File: src/rtl/afe_port_regs.svh
// Purpose: named constants for the host serial port pin block
// Assumes: 40 MHz system clock, one clock domain
// Notes: counts are in system clock cycles or bit-clock periods
`ifndef AFE_PORT_REGS_SVH
`define AFE_PORT_REGS_SVH
// ==========================================
// Bit clock divider
`define BITCLK_DIV 5'h12
`define BITCLK_HALF 5'h09
// ==========================================
// Frame shape
`define BITS_PER_FRAME 9'h100
`define WORD_BITS 5'h10
`define GATED_CLOCKS 9'h020
`define LAST_BIT 4'hF
// ==========================================
// General purpose pins
`define GPIO_WIDTH 8
`define GPIO_DIR_RESET 8'h00
`define GPIO_OUT_RESET 8'h00
`endif

File: src/rtl/afe_port_pkg.sv
// Purpose: types for the host serial port pin block
// Assumes: included constants header carries all numbers
// Notes: framing mode and frame state are enums
package afe_port_pkg;
  // ==========================================
  // Framing style latched at reset
  typedef enum logic [0:0] {
    late_framing = 1'b0,
    early_framing = 1'b1
  } framing_t;
  // ==========================================
  // Frame position states
  typedef enum logic [1:0] {
    st_idle = 2'b00,
    st_word = 2'b01,
    st_tail = 2'b10
  } frame_state_t;
endpackage : afe_port_pkg

File: src/rtl/afe_serial_port.sv
// Purpose: pin-level host serial port of a modem front end, port master
// Assumes: system clock 40 MHz; bit clock is system clock / 18; pins synchronous
// Notes: frame contents supplied and returned as 16-bit words on user ports
`include "afe_port_regs.svh"
module afe_serial_port (
  // Clock and reset
  input wire logic clk_sys_in,
  input wire logic rst_n_in, // Pad pull-up keeps it high when open
  // Straps
  input wire logic framing_strap_in,
  input wire logic bitclk_gating_strap_in,
  // Serial link pins
  output logic bitclk_out,
  output logic frame_sync_n_out,
  output logic serial_out_to_host_out,
  input wire logic serial_in_from_host_in,
  // Word interface to the core
  input wire logic [15:0] tx_word_in,
  output logic tx_word_taken_out,
  output logic [15:0] rx_word_out,
  output logic rx_word_valid_out,
  output logic early_mode_out,
  // General purpose pins, software controlled
  input wire logic [`GPIO_WIDTH-1:0] gpio_dir_in,
  input wire logic [`GPIO_WIDTH-1:0] gpio_value_in,
  input wire logic gpio_write_in,
  output logic [`GPIO_WIDTH-1:0] gpio_pin_out,
  output logic [`GPIO_WIDTH-1:0] gpio_pin_oe_n_out,
  input wire logic [`GPIO_WIDTH-1:0] gpio_pin_in,
  output logic [`GPIO_WIDTH-1:0] gpio_read_out
);
  // ==========================================
  // State record
  typedef struct packed {
    afe_port_pkg::framing_t mode;
    afe_port_pkg::frame_state_t fstate;
    logic [8:0] bit_pos;
    logic sclk;
    logic fs_n;
    logic sdo;
    logic [15:0] tx_shift;
    logic [15:0] rx_shift;
    logic [3:0] rx_count;
    logic [15:0] rx_word;
    logic rx_valid;
    logic taken;
    logic [`GPIO_WIDTH-1:0] gpio_dir;
    logic [`GPIO_WIDTH-1:0] gpio_val;
    logic [`GPIO_WIDTH-1:0] gpio_rd;
  } port_state_t;
  port_state_t st;
  port_state_t next_st;
  logic rise;
  logic fall;
  // ==========================================
  // Edge enables from the divide-by-18 counter
  bitclk_divider u_div (
    .clk_sys_in(clk_sys_in),
    .rst_n_in(rst_n_in),
    .rise_out(rise),
    .fall_out(fall)
  );
  // Gated mode stops the clock once 32 bits have passed
  function automatic logic clock_enabled(input logic gated, input logic [8:0] pos);
    clock_enabled = !gated || (pos < `GATED_CLOCKS);
  endfunction : clock_enabled
  // ==========================================
  // Next-state logic
  always_comb begin
    next_st = st;
    next_st.rx_valid = 1'b0;
    next_st.taken = 1'b0;
    // Strap followed only while reset is low; frozen afterwards
    if (!rst_n_in) begin
      next_st.mode = framing_strap_in ? afe_port_pkg::early_framing
                                      : afe_port_pkg::late_framing;
    end
    if (gpio_write_in) begin
      next_st.gpio_dir = gpio_dir_in;
      next_st.gpio_val = gpio_value_in;
    end
    next_st.gpio_rd = gpio_pin_in;
    if (rise) begin
      next_st.bit_pos = (st.bit_pos == `BITS_PER_FRAME - 9'h001) ? 9'h000
                                                                : st.bit_pos + 9'h001;
      // Gating judged on the new position, so the sync edge itself gets a pulse
      next_st.sclk = clock_enabled(!bitclk_gating_strap_in, next_st.bit_pos);
      case (st.fstate)
        afe_port_pkg::st_idle: begin
          if (st.bit_pos == `BITS_PER_FRAME - 9'h001) begin
            // Early pulse sits one clock before data; late covers the word
            next_st.fs_n = 1'b0;
            next_st.tx_shift = tx_word_in;
            next_st.taken = 1'b1;
            if (st.mode == afe_port_pkg::late_framing) begin
              next_st.fstate = afe_port_pkg::st_word;
              next_st.sdo = tx_word_in[`LAST_BIT];
              next_st.tx_shift = {tx_word_in[14:0], 1'b0};
            end else begin
              next_st.fstate = afe_port_pkg::st_tail;
            end
          end
        end
        afe_port_pkg::st_tail: begin
          // Early frame: sync drops off as the first bit goes out
          next_st.fs_n = 1'b1;
          next_st.sdo = st.tx_shift[`LAST_BIT];
          next_st.tx_shift = {st.tx_shift[14:0], 1'b0};
          next_st.fstate = afe_port_pkg::st_word;
        end
        afe_port_pkg::st_word: begin
          // Early frames start one clock later, so their last bit ends one clock later
          if ((st.mode == afe_port_pkg::late_framing && st.bit_pos[4:0] == `WORD_BITS - 5'h01) ||
              (st.mode == afe_port_pkg::early_framing && st.bit_pos[4:0] == `WORD_BITS)) begin
            next_st.fs_n = 1'b1;
            next_st.sdo = 1'b0;
            next_st.fstate = afe_port_pkg::st_idle;
          end else begin
            next_st.sdo = st.tx_shift[`LAST_BIT];
            next_st.tx_shift = {st.tx_shift[14:0], 1'b0};
          end
        end
        default: begin
          next_st.fstate = afe_port_pkg::st_idle;
          next_st.fs_n = 1'b1;
        end
      endcase
    end
    if (fall) begin
      next_st.sclk = 1'b0;
      // Host data taken on the falling edge inside the word
      if (st.fstate == afe_port_pkg::st_word) begin
        next_st.rx_shift = {st.rx_shift[14:0], serial_in_from_host_in};
        next_st.rx_count = st.rx_count + 4'h1;
        if (st.rx_count == `LAST_BIT) begin
          next_st.rx_word = {st.rx_shift[14:0], serial_in_from_host_in};
          next_st.rx_valid = 1'b1;
        end
      end else begin
        next_st.rx_count = 4'h0;
      end
    end
  end
  // ==========================================
  // State register; reset loads constants only, mode follows strap via next_st
  always_ff @(posedge clk_sys_in) begin
    if (!rst_n_in) begin
      st <= '0;
      st.mode <= next_st.mode;
      st.fs_n <= 1'b1;
      st.bit_pos <= `BITS_PER_FRAME - 9'h002;
      st.gpio_dir <= `GPIO_DIR_RESET;
      st.gpio_val <= `GPIO_OUT_RESET;
    end else begin
      st <= next_st;
    end
  end
  // ==========================================
  // Outputs, all from flip-flops, the handshake included
  assign bitclk_out = st.sclk;
  assign frame_sync_n_out = st.fs_n;
  assign serial_out_to_host_out = st.sdo;
  assign rx_word_out = st.rx_word;
  assign rx_word_valid_out = st.rx_valid;
  assign tx_word_taken_out = st.taken;
  assign early_mode_out = (st.mode == afe_port_pkg::early_framing);
  // Direction bit high means output; enable is active low
  assign gpio_pin_out = st.gpio_val;
  assign gpio_pin_oe_n_out = ~st.gpio_dir;
  assign gpio_read_out = st.gpio_rd;
endmodule : afe_serial_port

File: src/rtl/bitclk_divider.sv
// Purpose: divide the system clock by 18 into bit-clock edge enables
// Assumes: synchronous active-low reset
// Notes: emits one-cycle rise and fall enables, no derived clock domain
`include "afe_port_regs.svh"
module bitclk_divider (
  // Clock and reset
  input wire logic clk_sys_in,
  input wire logic rst_n_in,
  // Edge enables
  output logic rise_out,
  output logic fall_out
);
  typedef struct packed {
    logic [4:0] count;
  } div_state_t;
  div_state_t st;
  div_state_t next_st;
  // ==========================================
  // Counter wraps every 18 cycles
  always_comb begin
    next_st = st;
    if (st.count == `BITCLK_DIV - 5'h01) begin
      next_st.count = 5'h00;
    end else begin
      next_st.count = st.count + 5'h01;
    end
  end
  always_ff @(posedge clk_sys_in) begin
    if (!rst_n_in) begin
      st <= '0;
    end else begin
      st <= next_st;
    end
  end
  // Rise at count zero, fall half a period later
  assign rise_out = (st.count == 5'h00);
  assign fall_out = (st.count == `BITCLK_HALF);
endmodule : bitclk_divider

File: config.mk
export PLATFORM = sky130hd
export DESIGN_NAME = afe_serial_port
export DESIGN_NICKNAME = d
export VERILOG_FILES = /design/src/rtl/afe_port_pkg.sv /design/src/rtl/afe_serial_port.sv /design/src/rtl/bitclk_divider.sv
export VERILOG_INCLUDE_DIRS = /design/src /design/src/rtl
export SDC_FILE = /design/constraint.sdc
export NUM_CORES = 1
export LEC_CHECK = 0
export BUFFER_PORTS_ARGS = -buffer_cell sky130_fd_sc_hd__buf_2
export CORE_MARGIN = 2
export CORE_UTILIZATION = 39
export DETAILED_ROUTE_END_ITERATION = 12
export PLACE_DENSITY_LB_ADDON = 0.08
export RECOVER_POWER = 50
export SKIP_LAST_GASP = 1
export SLEW_MARGIN = 20
export SYNTH_ARGS = -nofsm -noshare
export SYNTH_HDL_FRONTEND = slang
export SYNTH_SLANG_ARGS = --single-unit
File: constraint.sdc
create_clock -name clk_sys_in -period 2.35 [get_ports clk_sys_in]
set_clock_uncertainty 0.2 [all_clocks]
set_input_delay 0.3525 -clock clk_sys_in [delete_from_list [all_inputs] [get_ports clk_sys_in]]
set_output_delay 0.3525 -clock clk_sys_in [all_outputs]
set_load 0.05 [all_outputs]
==> impl_metrics.csv <==
group,metric,value,unit
synthesis,async_reset_ff_share,0,%
run,max_cap_viol_count,0,
synthesis,synthCells,498,
sta,setup_viol,0,
worst_hold_path,min_path_type,"input pin to flip-flop",
sta,tns,0,ns
synthesis,yosys_warnings,0,
sta,hold_viol_final,0,
power_and_ir_drop,intPower,2870,µW
detailed_routing,drc_errors,0,
power_and_ir_drop,p_sw,1110,µW
sta,drv_slew,0,
synthesis,synth_edf_count,1,
global_route,grt_pass1_wl,15.2,mm
floorplan,ios,92,
cts,cts_resized,0,
power_and_ir_drop,clockPowerShare,37.8,%
placed_design,place_area,4880,µm²
global_route,antenna_found_initial,0,
sta,worstMarginPinSlew,1.06,ns
power_and_ir_drop,max-vdd-ir-drop,399,µV
layout,nets,608,
critical_path,cp-end-kind,"flip-flop",
critical_path,cp-start-kind,"flip-flop",
sta,fin_crit_sh,92.6,%
synthesis,ys_seq_area_share,43.4,%
global_route,grt_pass1_vias,3157,
power_and_ir_drop,netSwitchingFraction,27.8,%
global_route,track_usage,14.8,%
floorplan,die_h,111,µm
sta,max_freq,460,MHz
sta,period_needed,2.18,ns
synthesis,synth.avg_cell_area,9.04,µm²
critical_path,cp.arrival,2.23,ns
sta,relSlewSlack,29.1,%
synthesis,synth_cell_type_count,47,
critical_path,crit_type,"flip-flop to flip-flop",
critical_path,critPathRequiredTime,2.40,ns
detailed_routing,ant_nets,0,
power_and_ir_drop,combPwrFrac,17.0,%
sta,rsz0062_at_grt,"no",
synthesis,synth_mux_area_share,10.9,%
synthesis,synth_simple_gate_area_share,18.7,%
placed_design,routabilityCongestion,0.811,
floorplan,placementRows,39,
placed_design,hpwlAfterDp,6.11,mm
run_status,outcome,"complete, no violations",
synthesis,synthAdderAreaFrac,3.06,%
cts,cts_buffers,9,
cts,cts_htree_levels,3,
synthesis,dominantRegCellSynth,"dfxtp_1",
cts,cts.sinks,97,
synthesis,synth-xor-area-share,0.778,%
power_and_ir_drop,p_seq_share,45.2,%
floorplan,die_x,111,µm
global_route,grt_start_max_net_pins,42,
cts,clock_latency,0.34,ns
layout,layout-drive-gt1-share,16.7,%
critical_path,rrSetupSlack,0.17,ns
global_route,overflow,0,
floorplan,initial_core_util,39.8,%
critical_path,crit_path_max_fanout,32,
detailed_routing,routed_via_density,4.93,
power_and_ir_drop,p_leak,0.00219,µW
cts,clkTransAtPathRegs,0.07,ns
placed_design,port_buffers,91,
layout,fin_area,5140,µm²
detailed_routing,drtPass1Iterations,5,
detailed_routing,wl_per_cell,12.8,µm
power_and_ir_drop,p_per_area,775,nW/µm²
detailed_routing,vias,3446,
synthesis,syn-num-nets,555,
cts,cts_max_path_buffers,2,
synthesis,synth_top_family_by_area,"simple AND/OR/NAND/NOR gates",
cts,root_buffer,"clkbuf_16",
floorplan,die_area,12400,µm²
detailed_routing,drt_iter0_drc,165,
synthesis,synth_compound_area_share,12.6,%
floorplan,core_area,11300,µm²
layout,area_delta_synth_final,14.2,%
layout,antenna_cells,0,
synthesis,synth-seq-cells,97,
detailed_routing,wirelength,8.94,mm
layout,fillers,1164,
synthesis,synth_area,4500,µm²
cts,cts_tree,"yes",
through the flow:
step                      power (µW)  cells  util (%)  worst slack (ns)  hold slack (ns)
after global routing            4200    699      45.4            0.0187          0.00870
after floorplan                 2360    498         -             0.215            0.236
after global placement          2510    681      43.1             0.239            0.248
final                           3980    699      45.4             0.174           0.0157
after CTS                       4060    699      46.0             0.186        0.0000172
after detailed placement        2520    681      43.1             0.182            0.259
critical path, cell delays in order (launching register included):
cell and delay (ns):
dfxtp_1 0.33, ha_1 0.21, and3_1 0.19, ha_1 0.17
nand2b_1 0.08, o21ai_0 0.09, a221o_1 0.40, buf_12 0.18
o31ai_1 0.23
per-layer routing:
| metal | GRT usage (%) | routed length, µm | up-vias |
|---|---|---|---|
| met3 | 2.99 | 414 | 14 |
| met4 | 7.24 | 183 | 0 |
| met2 | 22.4 | 3840 | 77 |
| met1 | 20.1 | 4500 | 1577 |
| met5 | 0 | 0 | - |
| li1 | - | - | 1778 |
worst paths after layout:
path | startpoint | depth (start not counted) | endpoint
setup / recovery | st[82]$_SDFFE_PN1N_ | 8 | st[77]$_SDFFE_PN0P_
hold / removal | gpio_pin_in[6] | 2 | gpio_read_out[6]$_SDFF_PN0_
setup reg to reg | st[82]$_SDFFE_PN1N_ | 8 | st[77]$_SDFFE_PN0P_
hold reg to reg | st[76]$_SDFFE_PN0P_ | 2 | st[76]$_SDFFE_PN0P_
cell usage in the layout (no fill, tap or decap), types with 3 or more instances in the layout:
cell type  instances
o21ai_0            7
nand2_1           46
nand3b_1           4
inv_1             17
o31ai_2           13
and2_1             9
mux2i_1           49
nor3_1             6
nand3_1           21
nand4b_1           3
dfxtp_1           96
nor2_1            60
xor2_1             3
buf_4              8
nand4_1            4
nor2b_1            5
clkbuf_16         10
a21oi_1           42
buf_12             3
o211ai_1           3
buf_2             48
clkbuf_1          44
and3_1             4
nand2b_1           4
ha_1              11
power by group through the flow:
stage | Sequential, µW | Clock [µW] | Combinational (µW)
floorplan | 1840 | 0 | 525
global placement | 1830 | 0 | 682
detailed placement | 1830 | 0 | 691
CTS | 1800 | 1570 | 695
global route | 1810 | 1640 | 756
finish | 1800 | 1510 | 675
area by class of cell:
class	count	area (µm²)	area share, %
sequential	97	1950	38.0
inverter	17	63.8	1.24
clock buffer	10	250	4.87
timing repair buffer	107	556	10.8
multi-input combinational	319	2070	40.4
clock inverter	6	63.8	1.24
tap	143	179	3.48
cell families (layout without fill, tap and decap cells):
kind of cell | Yosys count | count (layout)
adder cells (fa/ha/maj) | 11 | 11
XOR/XNOR | 4 | 4
buffers and inverters | 82 | 140
multiplexers | 49 | 49
AND/OR/NAND/NOR | 173 | 173
flip-flops | 97 | 97
AO/OA/AOI/OAI | 82 | 82
registers in the layout, indices dropped and copies added (netlist names):
| register | flops |
|---|---|
| st | 54 |
| rx_word_out | 16 |
| gpio_pin_out | 8 |
| gpio_read_out | 8 |
| u_div.st | 5 |
| bitclk_out | 1 |
| early_mode_out | 1 |
| frame_sync_n_out | 1 |
| rx_word_valid_out | 1 |
| serial_out_to_host_out | 1 |
| tx_word_taken_out | 1 |
timing repair:
| action | in CTS | in global routing |
|---|---|---|
| hold buffers | 2 | 0 |
| setup endpoints to repair | 0 | 0 |
| endpoints found under the hold margin | 2 | 0 |
| buffers inserted | 0 | 0 |
Yosys cell counts, types with 7 or more instances:
cell type	number	area (µm²)
dfxtp_1	96	1920
nand3_1	21	105
buf_4	35	263
nor2_1	60	225
mux2i_1	49	490
o31ai_2	13	163
clkbuf_1	15	56.3
nand2_1	46	173
ha_1	11	138
a21oi_1	42	210
o21ai_0	7	35.0
and2_1	10	62.6
inv_1	17	63.8
Power figures use the tool's default switching activity.
